## src/rtl/phy_regs_defs.svh

```systemverilog
// Purpose: Offsets, field positions, reset values and frame counts for the
//          identifier and auto-negotiation ability register bank.
// Assumes: Management frames use the usual clause-22 serial layout.
// Notes:   Definitions only; included by bare name.
`ifndef PHY_REGS_DEFS_SVH
`define PHY_REGS_DEFS_SVH

// Register offsets on the management bus
`define REG_PHY_IDENTIFIER_HIGH   5'h02
`define REG_PHY_IDENTIFIER_LOW    5'h03
`define REG_AUTONEG_ADVERTISEMENT 5'h04
`define REG_LINK_PARTNER_ABILITY  5'h05

// Identifier low word layout
`define ID_OUI_MSB   15
`define ID_OUI_LSB   10
`define ID_MODEL_MSB 9
`define ID_MODEL_LSB 4
`define ID_REV_MSB   3
`define ID_REV_LSB   0

// Ability word bit positions (shared by advertisement and partner words)
`define ABIL_NEXT_PAGE    15
`define ABIL_ACK          14
`define ABIL_REMOTE_FAULT 13
`define ABIL_T4           9
`define ABIL_TX_FD        8
`define ABIL_TX_HD        7
`define ABIL_10_FD        6
`define ABIL_10_HD        5
`define ABIL_SEL_MSB      4
`define ABIL_SEL_LSB      0

// Reset values and masks
`define ADV_RESET    16'h01E1
`define ADV_WR_MASK  16'hA1E0
`define ADV_SELECTOR 5'h01
`define LP_RESET     16'h0000
`define LP_KEEP_MASK 16'hA1FF

// Frame layout
`define PREAMBLE_LEN 6'h20
`define OP_READ      2'h2
`define OP_WRITE     2'h1
`define OP_BITS      5'h01
`define ADDR_BITS    5'h04
`define TA_BITS      5'h01
`define DATA_BITS    5'h0F

`endif

```

## src/rtl/phy_regs_pkg.sv

```systemverilog
// Purpose: Types for the management register bank.
// Assumes: Constants live in phy_regs_defs.svh.
// Notes:   Frame states are Gray coded from FR_IDLE to FR_DATA; FR_DATA back to FR_IDLE flips two bits.
`default_nettype none
package phy_regs_pkg;

  typedef enum logic [2:0] {
    FR_IDLE   = 3'h0,
    FR_START  = 3'h1,
    FR_OPCODE = 3'h3,
    FR_PHYAD  = 3'h2,
    FR_REGAD  = 3'h6,
    FR_TURN   = 3'h7,
    FR_DATA   = 3'h5
  } frame_state_t;

endpackage
`default_nettype wire

```

## src/rtl/adv_register.sv

```systemverilog
// Purpose: Local advertisement register with its fixed and writable bits.
// Assumes: wr_en is a one-cycle pulse carrying a full 16-bit word.
// Notes:   Only the writable bits are stored; the rest are constants.
`timescale 1ns/1ps
`default_nettype none
`include "phy_regs_defs.svh"

module adv_register (
  input  wire logic        clk,
  input  wire logic        srst,
  input  wire logic        wr_en,
  input  wire logic [15:0] wr_data,
  output logic      [15:0] adv_word
);

  logic [15:0] stored;

  // Writable flags: next page, fault, four abilities; rest masked off
  always_ff @(posedge clk) begin
    if (srst) begin
      stored <= `ADV_RESET & `ADV_WR_MASK;
    end else if (wr_en) begin
      stored <= wr_data & `ADV_WR_MASK;
    end
  end

  // T4 and reserved bits read 0, selector is the fixed 802.3 code
  assign adv_word = stored | {11'h000, `ADV_SELECTOR};

endmodule
`default_nettype wire

```

## src/rtl/partner_page_latch.sv

```systemverilog
// Purpose: Holds the link partner base page once negotiation delivers it.
// Assumes: page_valid pulses once per accepted base page.
// Notes:   A page arriving with a restart wins, so no page is lost.
`timescale 1ns/1ps
`default_nettype none
`include "phy_regs_defs.svh"

module partner_page_latch (
  input  wire logic        clk,
  input  wire logic        srst,
  input  wire logic        page_valid,
  input  wire logic [15:0] page_word,
  input  wire logic        neg_restart,
  output logic      [15:0] lp_word
);

  // Load on a valid page, clear on restart, hold otherwise
  always_ff @(posedge clk) begin
    if (srst) begin
      lp_word <= `LP_RESET;
    end else if (page_valid) begin
      lp_word <= page_word & `LP_KEEP_MASK;
    end else if (neg_restart) begin
      lp_word <= `LP_RESET;
    end
  end

endmodule
`default_nettype wire

```

## src/rtl/phy_id_autoneg_ability_regs.sv

```systemverilog
// Purpose: Identifier and auto-negotiation ability registers behind the
//          serial management pins.
// Assumes: mdc and mdio_in are synchronous to clk and much slower than it.
// Notes:   Reads of unimplemented addresses return zero; writes to them and
//          to read-only registers are dropped.
//          Frames for another PHY address, or with an opcode other than read
//          or write, are dropped after the register address field.
//          Every frame needs its own preamble of 32 ones; a short one is lost.
//          Each mdc phase must last one clk cycle or more, or edges are missed.
//          A write lands one clk after its 16th data bit; the registered
//          ability ports follow one clk later.
`timescale 1ns/1ps
`default_nettype none
`include "phy_regs_defs.svh"

module phy_id_autoneg_ability_regs #(
  parameter logic [4:0]  PHY_ADDR     = 5'h01,
  parameter logic [15:0] ID_HIGH_WORD = 16'h1234, // Arbitrary value
  parameter logic [5:0]  OUI_TAIL     = 6'h2A,    // Arbitrary value
  parameter logic [5:0]  MODEL_NUMBER = 6'h11,    // Arbitrary value
  parameter logic [3:0]  REVISION     = 4'h3      // Arbitrary value
) (
  input  wire logic        clk,
  input  wire logic        srst,
  input  wire logic        mdc,
  input  wire logic        mdio_in,
  output logic             mdio_out,
  output logic             mdio_oe_n,
  input  wire logic        page_valid,
  input  wire logic [15:0] page_word,
  input  wire logic        neg_restart,
  output logic      [15:0] adv_ability,
  output logic      [15:0] lp_ability
);

  phy_regs_pkg::frame_state_t state;

  logic        mdc_q;
  logic [5:0]  pre_cnt;
  logic [4:0]  bit_cnt;
  logic [1:0]  opcode;
  logic [4:0]  phy_sel;
  logic [4:0]  reg_sel;
  logic [15:0] shift;
  logic        reading;
  logic        wr_pulse;
  logic [15:0] rd_data;
  logic [15:0] next_rd_data;
  logic [15:0] adv_word;
  logic [15:0] lp_word;

  // Edges of the management clock, seen in the system clock domain
  wire mdc_rise = mdc & ~mdc_q;
  wire mdc_fall = ~mdc & mdc_q;

  // Frame decode terms
  wire pre_done   = (pre_cnt == `PREAMBLE_LEN);
  wire last_bit_op   = (bit_cnt == `OP_BITS);
  wire last_bit_addr = (bit_cnt == `ADDR_BITS);
  wire last_bit_ta   = (bit_cnt == `TA_BITS);
  wire last_bit_data = (bit_cnt == `DATA_BITS);
  wire [4:0] reg_full = {reg_sel[3:0], mdio_in};
  wire addr_match    = (phy_sel == PHY_ADDR);
  wire op_valid      = (opcode == `OP_READ) || (opcode == `OP_WRITE);
  wire [15:0] wr_word = {shift[14:0], mdio_in};

  // Register hits, one named wire per implemented address
  wire hit_id_high = (reg_sel == `REG_PHY_IDENTIFIER_HIGH);
  wire hit_id_low  = (reg_sel == `REG_PHY_IDENTIFIER_LOW);
  wire hit_adv     = (reg_sel == `REG_AUTONEG_ADVERTISEMENT);
  wire hit_lp      = (reg_sel == `REG_LINK_PARTNER_ABILITY);

  // Write strobe; read-only and unmapped addresses never see it
  wire adv_wr = wr_pulse & hit_adv;

  // Field capture strobes, one per frame field, all on a management clock rise
  wire take_op   = mdc_rise && (state == phy_regs_pkg::FR_OPCODE);
  wire take_phy  = mdc_rise && (state == phy_regs_pkg::FR_PHYAD);
  wire take_reg  = mdc_rise && (state == phy_regs_pkg::FR_REGAD);
  wire load_rd   = mdc_rise && (state == phy_regs_pkg::FR_TURN) && last_bit_ta;
  wire take_data = mdc_rise && (state == phy_regs_pkg::FR_DATA);

  // Pin driver decode: turnaround zero first, then the data bits of a read
  wire drive_ta   = reading && (state == phy_regs_pkg::FR_TURN) && (bit_cnt == `TA_BITS);
  wire drive_data = reading && (state == phy_regs_pkg::FR_DATA);

  // Field bit counter step: back to zero on the last bit of each field
  function automatic logic [4:0] count_step(input logic       last,
                                            input logic [4:0] cnt);
    if (last) begin
      return 5'h00;
    end
    return cnt + 5'h01;
  endfunction

  // Fixed identifier low word
  wire [15:0] id_low_word = {OUI_TAIL, MODEL_NUMBER, REVISION};

  // Writable advertisement flags
  adv_register u_adv (
    .clk      (clk),
    .srst     (srst),
    .wr_en    (adv_wr),
    .wr_data  (shift),
    .adv_word (adv_word)
  );

  // Partner base page holder
  partner_page_latch u_lp (
    .clk         (clk),
    .srst        (srst),
    .page_valid  (page_valid),
    .page_word   (page_word),
    .neg_restart (neg_restart),
    .lp_word     (lp_word)
  );

  // Read selection; unimplemented addresses answer zero
  always_comb begin
    if (hit_id_high) begin
      next_rd_data = ID_HIGH_WORD;
    end else if (hit_id_low) begin
      next_rd_data = id_low_word;
    end else if (hit_adv) begin
      next_rd_data = adv_word;
    end else if (hit_lp) begin
      next_rd_data = lp_word;
    end else begin
      next_rd_data = 16'h0000;
    end
  end

  // Read word is captured every cycle; it is stable long before turnaround
  always_ff @(posedge clk) begin
    if (srst) begin
      rd_data <= 16'h0000;
    end else begin
      rd_data <= next_rd_data;
    end
  end

  // Registered copies of the ability words for the negotiation engine
  always_ff @(posedge clk) begin
    if (srst) begin
      adv_ability <= `ADV_RESET;
      lp_ability  <= `LP_RESET;
    end else begin
      adv_ability <= adv_word;
      lp_ability  <= lp_word;
    end
  end

  // Previous management clock level for edge detection
  always_ff @(posedge clk) begin
    if (srst) begin
      mdc_q <= 1'b0;
    end else begin
      mdc_q <= mdc;
    end
  end

  // Address and opcode fields shift in MSB first, one bit per rise
  always_ff @(posedge clk) begin
    if (srst) begin
      opcode  <= 2'h0;
      phy_sel <= 5'h00;
      reg_sel <= 5'h00;
    end else begin
      if (take_op) begin
        opcode <= {opcode[0], mdio_in};
      end
      if (take_phy) begin
        phy_sel <= {phy_sel[3:0], mdio_in};
      end
      if (take_reg) begin
        reg_sel <= reg_full;
      end
    end
  end

  // Data shifter: a read word loads at turnaround and leaves MSB first,
  // while a write word fills it from the pin over the same 16 rises
  always_ff @(posedge clk) begin
    if (srst) begin
      shift <= 16'h0000;
    end else if (load_rd) begin
      shift <= rd_data;
    end else if (take_data) begin
      shift <= wr_word;
    end
  end

  // Frame sequencer: counts the bits of each field on rising mdc edges
  always_ff @(posedge clk) begin
    if (srst) begin
      state    <= phy_regs_pkg::FR_IDLE;
      pre_cnt  <= 6'h00;
      bit_cnt  <= 5'h00;
      reading  <= 1'b0;
      wr_pulse <= 1'b0;
    end else begin
      wr_pulse <= 1'b0;
      if (mdc_rise) begin
        case (state)
          phy_regs_pkg::FR_IDLE: begin
            // Count ones; a zero after a full preamble opens the frame
            if (mdio_in) begin
              if (!pre_done) begin
                pre_cnt <= pre_cnt + 6'h01;
              end
            end else if (pre_done) begin
              state <= phy_regs_pkg::FR_START;
            end else begin
              pre_cnt <= 6'h00;
            end
          end
          phy_regs_pkg::FR_START: begin
            // Second start bit must be a one, else hunt again
            bit_cnt <= 5'h00;
            pre_cnt <= 6'h00;
            if (mdio_in) begin
              state <= phy_regs_pkg::FR_OPCODE;
            end else begin
              state <= phy_regs_pkg::FR_IDLE;
            end
          end
          phy_regs_pkg::FR_OPCODE: begin
            // Two opcode bits
            bit_cnt <= count_step(last_bit_op, bit_cnt);
            if (last_bit_op) begin
              state <= phy_regs_pkg::FR_PHYAD;
            end
          end
          phy_regs_pkg::FR_PHYAD: begin
            // Five PHY address bits
            bit_cnt <= count_step(last_bit_addr, bit_cnt);
            if (last_bit_addr) begin
              state <= phy_regs_pkg::FR_REGAD;
            end
          end
          phy_regs_pkg::FR_REGAD: begin
            // Five register address bits, then accept or drop the frame
            bit_cnt <= count_step(last_bit_addr, bit_cnt);
            if (last_bit_addr) begin
              // Frames for another address or a bad opcode are ignored
              if (addr_match && op_valid) begin
                state   <= phy_regs_pkg::FR_TURN;
                reading <= (opcode == `OP_READ);
              end else begin
                state <= phy_regs_pkg::FR_IDLE;
              end
            end
          end
          phy_regs_pkg::FR_TURN: begin
            // Two turnaround bits; the read word loads on the second
            bit_cnt <= count_step(last_bit_ta, bit_cnt);
            if (last_bit_ta) begin
              state <= phy_regs_pkg::FR_DATA;
            end
          end
          phy_regs_pkg::FR_DATA: begin
            // Sixteen data bits, either direction
            bit_cnt <= count_step(last_bit_data, bit_cnt);
            if (last_bit_data) begin
              state    <= phy_regs_pkg::FR_IDLE;
              wr_pulse <= ~reading; // Write lands only after all 16 bits
            end
          end
          default: begin
            state <= phy_regs_pkg::FR_IDLE;
          end
        endcase
      end
    end
  end

  // Pin driver changes on falling edges so the host samples stable data;
  // it drives the turnaround zero, then data MSB first, then lets go
  always_ff @(posedge clk) begin
    if (srst) begin
      mdio_out  <= 1'b1;
      mdio_oe_n <= 1'b1;
    end else if (mdc_fall) begin
      if (drive_ta) begin
        mdio_out  <= 1'b0;
        mdio_oe_n <= 1'b0;
      end else if (drive_data) begin
        mdio_out  <= shift[15];
        mdio_oe_n <= 1'b0;
      end else begin
        mdio_out  <= 1'b1;
        mdio_oe_n <= 1'b1;
      end
    end
  end

endmodule
`default_nettype wire

```

## config.mk

```make
export PLATFORM = sky130hd
export DESIGN_NAME = phy_id_autoneg_ability_regs
export DESIGN_NICKNAME = d
export VERILOG_FILES = /design/src/rtl/phy_regs_pkg.sv /design/src/rtl/adv_register.sv /design/src/rtl/partner_page_latch.sv /design/src/rtl/phy_id_autoneg_ability_regs.sv
export VERILOG_INCLUDE_DIRS = /design/src /design/src/rtl
export SDC_FILE = /design/constraint.sdc
export NUM_CORES = 1
export LEC_CHECK = 0
export ABC_AREA = 0
export BUFFER_PORTS_ARGS = -buffer_cell sky130_fd_sc_hd__buf_2
export CAP_MARGIN = 25
export CORE_MARGIN = 2
export CORE_UTILIZATION = 40
export CTS_BUF_LIST = sky130_fd_sc_hd__clkbuf_8 sky130_fd_sc_hd__clkbuf_16
export DETAILED_ROUTE_END_ITERATION = 8
export GPL_TIMING_DRIVEN = 0
export MAX_ROUTING_LAYER = met4
export PLACE_DENSITY = 0.62
export SLEW_MARGIN = 30
export SYNTH_ARGS = -nofsm -noshare
export SYNTH_HDL_FRONTEND = slang
export SYNTH_HIERARCHICAL = 1
export SYNTH_SLANG_ARGS = --single-unit
```

## constraint.sdc

```tcl
create_clock -name clk -period 2.5 [get_ports clk]
set_clock_uncertainty 0.15 [all_clocks]
set_input_delay 0.25 -clock clk [delete_from_list [all_inputs] [get_ports clk]]
set_output_delay 0.25 -clock clk [all_outputs]
set_load 0.02 [all_outputs]
```

==> results of run 1 <==
critical path, delay by kind of cell (launching register included):
kind	cells	cell delay, ns
AO/OA/AOI/OAI	2	0.38
adder cells (fa/ha/maj)	2	0.38
buffers and inverters	1	0.08
flip-flops	1	0.38
AND/OR/NAND/NOR	3	0.84
metrics by stage:
| stage | std cells | utilization (%) | area [µm²] | hold slack [ns] |
|---|---|---|---|---|
| floorplan | 510 | - | 4896 | 0.1724 |
| global placement | 706 | 44.71 | 5325 | 0.2900 |
| detailed placement | 706 | 44.71 | 5325 | 0.3061 |
| CTS | 724 | 47.69 | 5680 | 0.01078 |
| global route | 725 | 47.86 | 5700 | 0.01217 |
| finish | 725 | 47.86 | 5700 | 0.01474 |
synth_stat cells (all sizes together) (3+ instances only):
cell type / instances / area (µm²)
conb: 3 / 11.26
mux2i: 25 / 250.2
o32ai: 11 / 171.4
mux2: 7 / 78.83
a211oi: 16 / 200.2
nand3: 16 / 80.08
nor4b: 3 / 38.79
nor2b: 35 / 229.0
nor3b: 5 / 42.54
ha: 8 / 100.1
o21ai: 13 / 65.06
or2: 6 / 37.54
nor3: 3 / 15.01
inv: 22 / 82.58
and3: 3 / 18.77
nand2b: 6 / 37.54
nor2: 44 / 167.7
a211o: 5 / 43.79
buf: 27 / 198.9
a21oi: 29 / 145.1
nand4: 4 / 25.02
nand2: 35 / 131.4
o21a: 5 / 37.54
dfxtp: 112 / 2242
clkbuf: 20 / 75.07
a32o: 5 / 50.05
cell type report:
cell class	instances	area (µm²)	share of cell area (%)
Timing Repair Buffer	52	272.8	4.785
Inverter	22	82.58	1.449
Tap cell	147	183.9	3.227
Sequential cell	112	2243	39.35
Buffer	47	274.0	4.807
Clock inverter	7	110.1	1.932
Clock buffer	9	225.2	3.951
Multi-Input combinational cell	329	2308	40.50
layer usage:
layer / track usage, % / wire length [µm] / up-vias
li1: - / - / 1861
met1: 24.72 / 5521 / 1747
met2: 26.19 / 4824 / 65
met3: 2.223 / 263 / 18
met4: 8.455 / 226 / 0
met5: - / 0 / -
power breakdown:
| part | internal (mW) | total [mW] | leakage, nW | switching, mW |
|---|---|---|---|---|
| combinational | 0.0800 | 0.212 | 1.06 | 0.132 |
| sequential | 1.81 | 1.83 | 0.911 | 0.0154 |
| clock | 0.902 | 1.61 | 0.162 | 0.705 |
| total | 2.80 | 3.65 | 2.13 | 0.853 |
cells by family (layout without fill, tap and decap cells):
logic type	count (synthesis)	in the layout
multiplexers	32	32
adder cells (fa/ha/maj)	8	8
flip-flops	112	112
AO/OA/AOI/OAI	101	101
other	3	15
AND/OR/NAND/NOR	173	173
buffers and inverters	69	137
flip-flops by register name, indices dropped and copies added (netlist names):
signal,flops
adv_ability,16
lp_ability,16
rd_data,16
shift,16
u_lp/lp_word,11
pre_cnt,6
u_adv/stored,6
bit_cnt,5
phy_sel,5
reg_sel,5
state,3
opcode,2
mdc_q,1
mdio_oe_n,1
mdio_out,1
reading,1
wr_pulse,1
what timing repair did:
| item | 4_1_cts | 5_1_grt |
|---|---|---|
| setup endpoints to repair | 0 | 1 |
| buffers inserted | 0 | 1 |
| gates resized for setup | 0 | 2 |
| endpoints found under the hold margin | 2 | 0 |
| hold buffers | 2 | 0 |
final timing paths:
path                                              start                           end  cells after the start
worst max-delay path            bit_cnt[1]$_SDFFE_PP0P_         state[2]$_SDFFE_PP0P_                      8
worst min-delay path                       page_word[6]  u_lp/lp_word[6]$_SDFFE_PP0P_                      3
worst max register to register  bit_cnt[1]$_SDFFE_PP0P_         state[2]$_SDFFE_PP0P_                      8
worst min register to register  phy_sel[4]$_SDFFE_PP0P_       phy_sel[4]$_SDFFE_PP0P_                      2
==> impl_metrics.env, run 1 <==
export IMPL_worstPathMaxFanout=4
export IMPL_hold_violations=0
export IMPL_ios=56
export IMPL_holdCritPathClass="input port to flop"
export IMPL_tightest_slew_ns=0.7731
export IMPL_power_mw=3.648
export IMPL_routed_wl_mm=10.84
export IMPL_final_cell_mix="dfxtp_1 (111), buf_2 (55), nor2_1 (43)"
export IMPL_p_per_area_mw_per_mm2=640.0
export IMPL_synth_top_family_by_area="simple AND/OR/NAND/NOR gates"
export IMPL_synth_edff_count=0
export IMPL_synthMuxAreaShare_pct=6.784
export IMPL_die_h_um=114.1
export IMPL_cp_arrival_ns=2.41
export IMPL_synth_cell_types=61
export IMPL_startpoint_type="flop"
export IMPL_diodes=0
export IMPL_cpMaxStageDelayCell="or4_1"
export IMPL_drtAntennaViolNets=0
export IMPL_syn_inst=498
export IMPL_slew_headroom_pct=47.91
export IMPL_grt_overflow=0
export IMPL_rows=40
export IMPL_critPathCaptureType="flop"
export IMPL_rsz0062_at_grt="no"
export IMPL_synth_xor_area_share_pct=0
export IMPL_synth_simple_area_share_pct=19.34
export IMPL_drc=0
export IMPL_yosys_warnings=6
export IMPL_clock_sinks=112
export IMPL_finalSetupTns_ns=0
export IMPL_synth_compound_area_share_pct=18.00
export IMPL_maxSlewViolCount=0
export IMPL_vias_per_cell=5.091
export IMPL_fin_nets=603
export IMPL_grt_start_max_net_pins=21
export IMPL_setup_ws_ns=0.1999
export IMPL_final_common_cell="dfxtp_1"
export IMPL_clock_latency_ns=0.36
export IMPL_grt_pass1_vias=3573
export IMPL_avgSynthCellArea_um2=9.741
export IMPL_wl_per_cell_um=14.95
export IMPL_dp_slack_ns=0.1375
export IMPL_period_share_pct=92.00
export IMPL_core_area_mm2=0.01191
export IMPL_power_leakage_nw=2.128
export IMPL_root_buffer="clkbuf_16"
export IMPL_syn_to_final_growth_pct=17.51
export IMPL_htreeDepth=3
export IMPL_ys_seq_elements=112
export IMPL_yosysSeqAreaShare_pct=46.22
export IMPL_crit_type="flop to flop"
export IMPL_setup_viol=0
export IMPL_min_period_ns=2.300
export IMPL_cts_buffer_depth=2
export IMPL_async_reset_ff_share_pct=0
export IMPL_design_die_area_mm2=0.01302
export IMPL_cts_tree="yes"
export IMPL_cp_cell_sequence="ha_1, nand3_1, inv_1, ha_1, nand4bb_1, o221ai_4, or4_1, a221oi_2"
export IMPL_ff2ff_setup_slack_ns=0.20
export IMPL_layout_drive_gt1_share_pct=25.09
export IMPL_cpPeakStageDelay_ns=0.52
export IMPL_fmaxAchievable_ghz=0.4348
export IMPL_dpl_hpwl_mm=7.772
export IMPL_grt_pass1_wl_mm=17.81
export IMPL_synthFlopType="dfxtp_1"
export IMPL_first_iter_violations=232
export IMPL_peakVddDrop_uv=294.2
export IMPL_crit_top_cell="ha_1"
export IMPL_antenna_found_initial=0
export IMPL_cts_made_buffers=9
export IMPL_grt_use_total_pct=17.92
export IMPL_port_buffers=49
export IMPL_route_vias_total=3691
export IMPL_clkTransAtPathRegs_ns=0.08
export IMPL_die_x_um=114.1
export IMPL_fillCellCount=1159
export IMPL_gp_congestion=0.8704
export IMPL_start_util_pct=40.72
export IMPL_outcome="completed"
export IMPL_cap_violations=0
export IMPL_drt_pass1_iter_count=4
export IMPL_syn_area_mm2=0.004851
export IMPL_synthAdderAreaFrac_pct=2.063
export IMPL_required_ns=2.61
Power figures use the tool's default switching activity.
==> inputs of run 2 (changes only) <==
--- a/config.mk
+++ b/config.mk
@@ -15,7 +15,7 @@
 export DETAILED_ROUTE_END_ITERATION = 8
 export GPL_TIMING_DRIVEN = 0
 export MAX_ROUTING_LAYER = met4
-export PLACE_DENSITY = 0.62
+export PLACE_DENSITY = 0.54
 export SLEW_MARGIN = 30
 export SYNTH_ARGS = -nofsm -noshare
 export SYNTH_HDL_FRONTEND = slang
==> impl_metrics.env, run 2 (synthesized netlist as in run 1, its figures left out) <==
export IMPL_outcome="completed"
export IMPL_worstPathMaxFanout=9
export IMPL_critPathCaptureType="flop"
export IMPL_grt_overflow=0
export IMPL_dpl_cell_count=706
export IMPL_cap_violations=0
export IMPL_grt_start_max_net_pins=18
export IMPL_clock_sinks=112
export IMPL_rsz0062_at_grt="no"
export IMPL_die_x_um=114.1
export IMPL_drc=0
export IMPL_sequential_cell_area_mm2=0.002242
export IMPL_timing_hold_ws_ns=0.02741
export IMPL_ios=56
export IMPL_grt_use_total_pct=18.13
export IMPL_vias_per_cell=4.945
export IMPL_diodes=0
export IMPL_cts_tree="yes"
export IMPL_design_die_area_mm2=0.01302
export IMPL_maxSlewViolCount=0
export IMPL_multi_input_area_mm2=0.002297
export IMPL_cts_made_buffers=9
export IMPL_design_area_mm2=0.005668
export IMPL_clock_latency_ns=0.34
export IMPL_placed_area_mm2=0.005325
export IMPL_tightest_slew_ns=0.7278
export IMPL_setup_viol=0
export IMPL_p_per_area_mw_per_mm2=632.9
export IMPL_period_share_pct=95.44
export IMPL_port_buffers=49
export IMPL_startpoint_type="flop"
export IMPL_crit_type="flop to flop"
export IMPL_cts_resized=0
export IMPL_hold_violations=0
export IMPL_grt_pass1_wl_mm=17.73
export IMPL_holdCritPathClass="input port to flop"
export IMPL_core_area_mm2=0.01191
export IMPL_fillCellCount=1141
export IMPL_hold_path_startpoint="page_word[15]"
export IMPL_first_iter_violations=234
export IMPL_r2r_start="bit_cnt[0]$_SDFFE_PP0P_"
export IMPL_crit_start="bit_cnt[0]$_SDFFE_PP0P_"
export IMPL_final_cell_mix="dfxtp_1 (112), buf_2 (55), nor2_1 (43)"
export IMPL_wl_per_cell_um=14.83
export IMPL_start_util_pct=40.72
export IMPL_clkTransAtPathRegs_ns=0.07
export IMPL_syn_to_final_growth_pct=16.84
export IMPL_instances_no_fill=724
export IMPL_fmaxAchievable_ghz=0.4191
export IMPL_layout_drive_gt1_share_pct=24.44
export IMPL_cp_arrival_ns=2.50
export IMPL_htreeDepth=3
export IMPL_cts_hold_buf=2
export IMPL_drt_pass1_iter_count=4
export IMPL_drtAntennaViolNets=0
export IMPL_peakVddDrop_uv=366.8
export IMPL_min_period_ns=2.386
export IMPL_final_common_cell="dfxtp_1"
export IMPL_required_ns=2.61
export IMPL_route_vias_total=3580
export IMPL_dpl_hpwl_mm=7.712
export IMPL_grt_pass1_vias=3454
export IMPL_power_leakage_nw=2.121
export IMPL_cts_buffer_depth=2
export IMPL_root_buffer="clkbuf_16"
export IMPL_die_h_um=114.1
export IMPL_slew_headroom_pct=51.48
export IMPL_gp_congestion=0.8708
export IMPL_routed_wl_mm=10.74
export IMPL_finalSetupTns_ns=0
export IMPL_rows=40
export IMPL_fin_nets=602
export IMPL_post_cts_buffers=0
export IMPL_antenna_found_initial=0
-- run 2: cell types whose count changed in the layout (fill, tap and decap cells not counted), sizes merged --
cell / before / now
clkbuf: 29 / 30
buf: 77 / 76
clkinv: 1 / 0
-- run 2: layout make-up --
type / instances / share of cell area (%)
Inverter: 22 / 1.457
Tap cell: 147 / 3.245
Clock inverter: 6 / 1.479
Multi-Input combinational cell: 329 / 40.53
Sequential cell: 112 / 39.56
Timing Repair Buffer: 51 / 4.680
Buffer: 47 / 4.834
Clock buffer: 10 / 4.216
-- run 2: worst max-delay path: stages, from the launching register on --
cell       delay (ns)
dfxtp_1          0.40
ha_1             0.22
nand3_1          0.13
inv_1            0.08
ha_1             0.15
nand4bb_1        0.18
o221ai_2         0.23
or4_1            0.55
a221oi_2         0.21
-- run 2: worst paths after layout --
check	end	slack, ns	depth (start not counted)
max	state[2]$_SDFFE_PP0P_	0.11	8
max reg2reg	state[2]$_SDFFE_PP0P_	0.11	8
min	u_lp/lp_word[15]$_SDFFE_PP0P_	0.03	3
min reg2reg	phy_sel[4]$_SDFFE_PP0P_	0.31	2
-- run 2: routing by layer --
metal	track usage (%)	routed length, µm
met3	2.223	312
met4	7.967	87
met1	25.20	5598
met2	26.55	4738
met5	-	0
-- run 2: report_power, final --
| group | switching (mW) | leakage [nW] | internal [mW] |
|---|---|---|---|
| Sequential | 0.0162 | 0.910 | 1.81 |
| Combinational | 0.131 | 1.05 | 0.0798 |
| Clock | 0.643 | 0.162 | 0.903 |
-- run 2: metrics by stage --
stage                     worst slack [ns]  power [mW]  util (%)
after CTS                           0.1009       3.629     47.58
after global routing              0.009404       3.726     47.58
final                               0.1139       3.587     47.58
after detailed placement            0.1002       2.078     44.71
after floorplan                     0.4171       2.008         -
after global placement              0.1549       2.077     44.71
==> inputs of run 3 (changes only) <==
==> constraint.sdc (replaced) <==
create_clock -name clk -period 2.3 [get_ports clk]
set_clock_uncertainty 0.15 [all_clocks]
set_input_delay 0.23 -clock clk [delete_from_list [all_inputs] [get_ports clk]]
set_output_delay 0.23 -clock clk [all_outputs]
set_load 0.02 [all_outputs]
==> impl_metrics.env, run 3 (synthesized netlist as in run 1, its figures left out) <==
export IMPL_outcome="completed"
export IMPL_fin_nets=607
export IMPL_cp_arrival_ns=2.25
export IMPL_wl_per_cell_um=14.80
export IMPL_drt_pass1_iter_count=4
export IMPL_power_leakage_nw=2.155
export IMPL_port_buffers=49
export IMPL_required_ns=2.36
export IMPL_power_mw=3.908
export IMPL_htreeDepth=3
export IMPL_p_per_area_mw_per_mm2=676.1
export IMPL_grt_use_total_pct=18.25
export IMPL_layout_drive_gt1_share_pct=26.29
export IMPL_clock_latency_ns=0.35
export IMPL_drtAntennaViolNets=0
export IMPL_crit_type="flop to flop"
export IMPL_hold_violations=0
export IMPL_period_share_pct=95.27
export IMPL_setup_viol=0
export IMPL_startpoint_type="flop"
export IMPL_final_core_util_pct=48.53
export IMPL_clkTransAtPathRegs_ns=0.07
export IMPL_grt_start_max_net_pins=18
export IMPL_antenna_found_initial=0
export IMPL_ios=56
export IMPL_route_vias_total=3624
export IMPL_slew_headroom_pct=51.40
export IMPL_placed_area_mm2=0.005325
export IMPL_clock_sinks=112
export IMPL_finalSetupTns_ns=0
export IMPL_core_area_mm2=0.01191
export IMPL_fmaxAchievable_ghz=0.4564
export IMPL_final_common_cell="dfxtp_1"
export IMPL_tightest_slew_ns=0.7290
export IMPL_rows=40
export IMPL_design_die_area_mm2=0.01302
export IMPL_dpl_hpwl_mm=7.712
export IMPL_routed_wl_mm=10.79
export IMPL_die_h_um=114.1
export IMPL_grt_pass1_wl_mm=17.86
export IMPL_peakVddDrop_uv=396.6
export IMPL_grt_overflow=0
export IMPL_start_util_pct=40.72
export IMPL_cts_tree="yes"
export IMPL_drc=0
export IMPL_holdCritPathClass="input port to flop"
export IMPL_root_buffer="clkbuf_16"
export IMPL_min_period_ns=2.191
export IMPL_maxSlewViolCount=0
export IMPL_critPathCaptureType="flop"
export IMPL_first_iter_violations=223
export IMPL_cts_made_buffers=9
export IMPL_worstPathMaxFanout=10
export IMPL_grt_pass1_vias=3485
export IMPL_cts_buffer_depth=2
export IMPL_final_cell_mix="dfxtp_1 (111), buf_2 (54), nor2_1 (36)"
export IMPL_cap_violations=0
export IMPL_diodes=0
export IMPL_gp_congestion=0.8708
export IMPL_vias_per_cell=4.971
export IMPL_die_x_um=114.1
export IMPL_design_area_mm2=0.005781
export IMPL_syn_to_final_growth_pct=19.16
-- run 3: per-layer routing --
metal / wire, µm / part of all wire (%) / track usage (%)
met1: 5566 / 52 / 25.33
met2: 4687 / 43 / 26.83
met3: 327 / 3.0 / 2.223
met4: 206 / 1.9 / 7.967
met5: 0 / 0 / -
-- run 3: worst max-delay path: stages (launching register included) --
cell and delay, ns:
dfxtp_1 0.34, inv_1 0.08, ha_1 0.16, or4b_4 0.47
or3_1 0.31, buf_2 0.16, clkbuf_4 0.20, nor2_1 0.15
a211oi_2 0.06
-- run 3: path summary, 6_finish.rpt --
| kind | depth (start not counted) | slack (ns) | from | to |
|---|---|---|---|---|
| min reg2reg | 2 | 0.31 | phy_sel[4]$_SDFFE_PP0P_ | phy_sel[4]$_SDFFE_PP0P_ |
| max | 8 | 0.11 | bit_cnt[1]$_SDFFE_PP0P_ | shift[4]$_SDFFE_PP0P_ |
| min | 3 | 0.01 | page_word[7] | u_lp/lp_word[7]$_SDFFE_PP0P_ |
| max reg2reg | 8 | 0.11 | bit_cnt[1]$_SDFFE_PP0P_ | shift[4]$_SDFFE_PP0P_ |
-- run 3: layout make-up --
class	instances	area (µm²)
plain buffers	47	277.8
clock buffers	10	239.0
clock inverters	6	83.83
fillers	1130	6131
inverters	22	82.58
multi-input cells	329	2357
flip-flops and latches	112	2243
well taps	147	183.9
repair buffers	56	312.8
-- run 3: stage by stage --
step / cells / worst slack, ns / hold WS (ns)
global placement: 706 / -0.04512 / 0.2894
floorplan: 510 / 0.2171 / 0.1524
global route: 729 / -0.002994 / 0.01206
finish: 729 / 0.1088 / 0.009846
detailed placement: 706 / -0.09980 / 0.2999
CTS: 729 / 0.01166 / 0.0001603
-- run 3: timing repair --
item,in CTS,in global routing
setup endpoints to repair,1,23
resized for setup,1,15
hold buffers,6,0
endpoints found under the hold margin,4,0
buffers inserted,1,0
gates cloned,0,0
pin swaps,0,0
-- run 3: report_power, final --
group	internal (mW)	leakage (nW)	total, mW	switching (mW)
Combinational	0.0919	1.08	0.235	0.143
Clock	0.981	0.162	1.68	0.702
Sequential	1.97	0.911	1.99	0.0177
Total	3.04	2.15	3.91	0.863
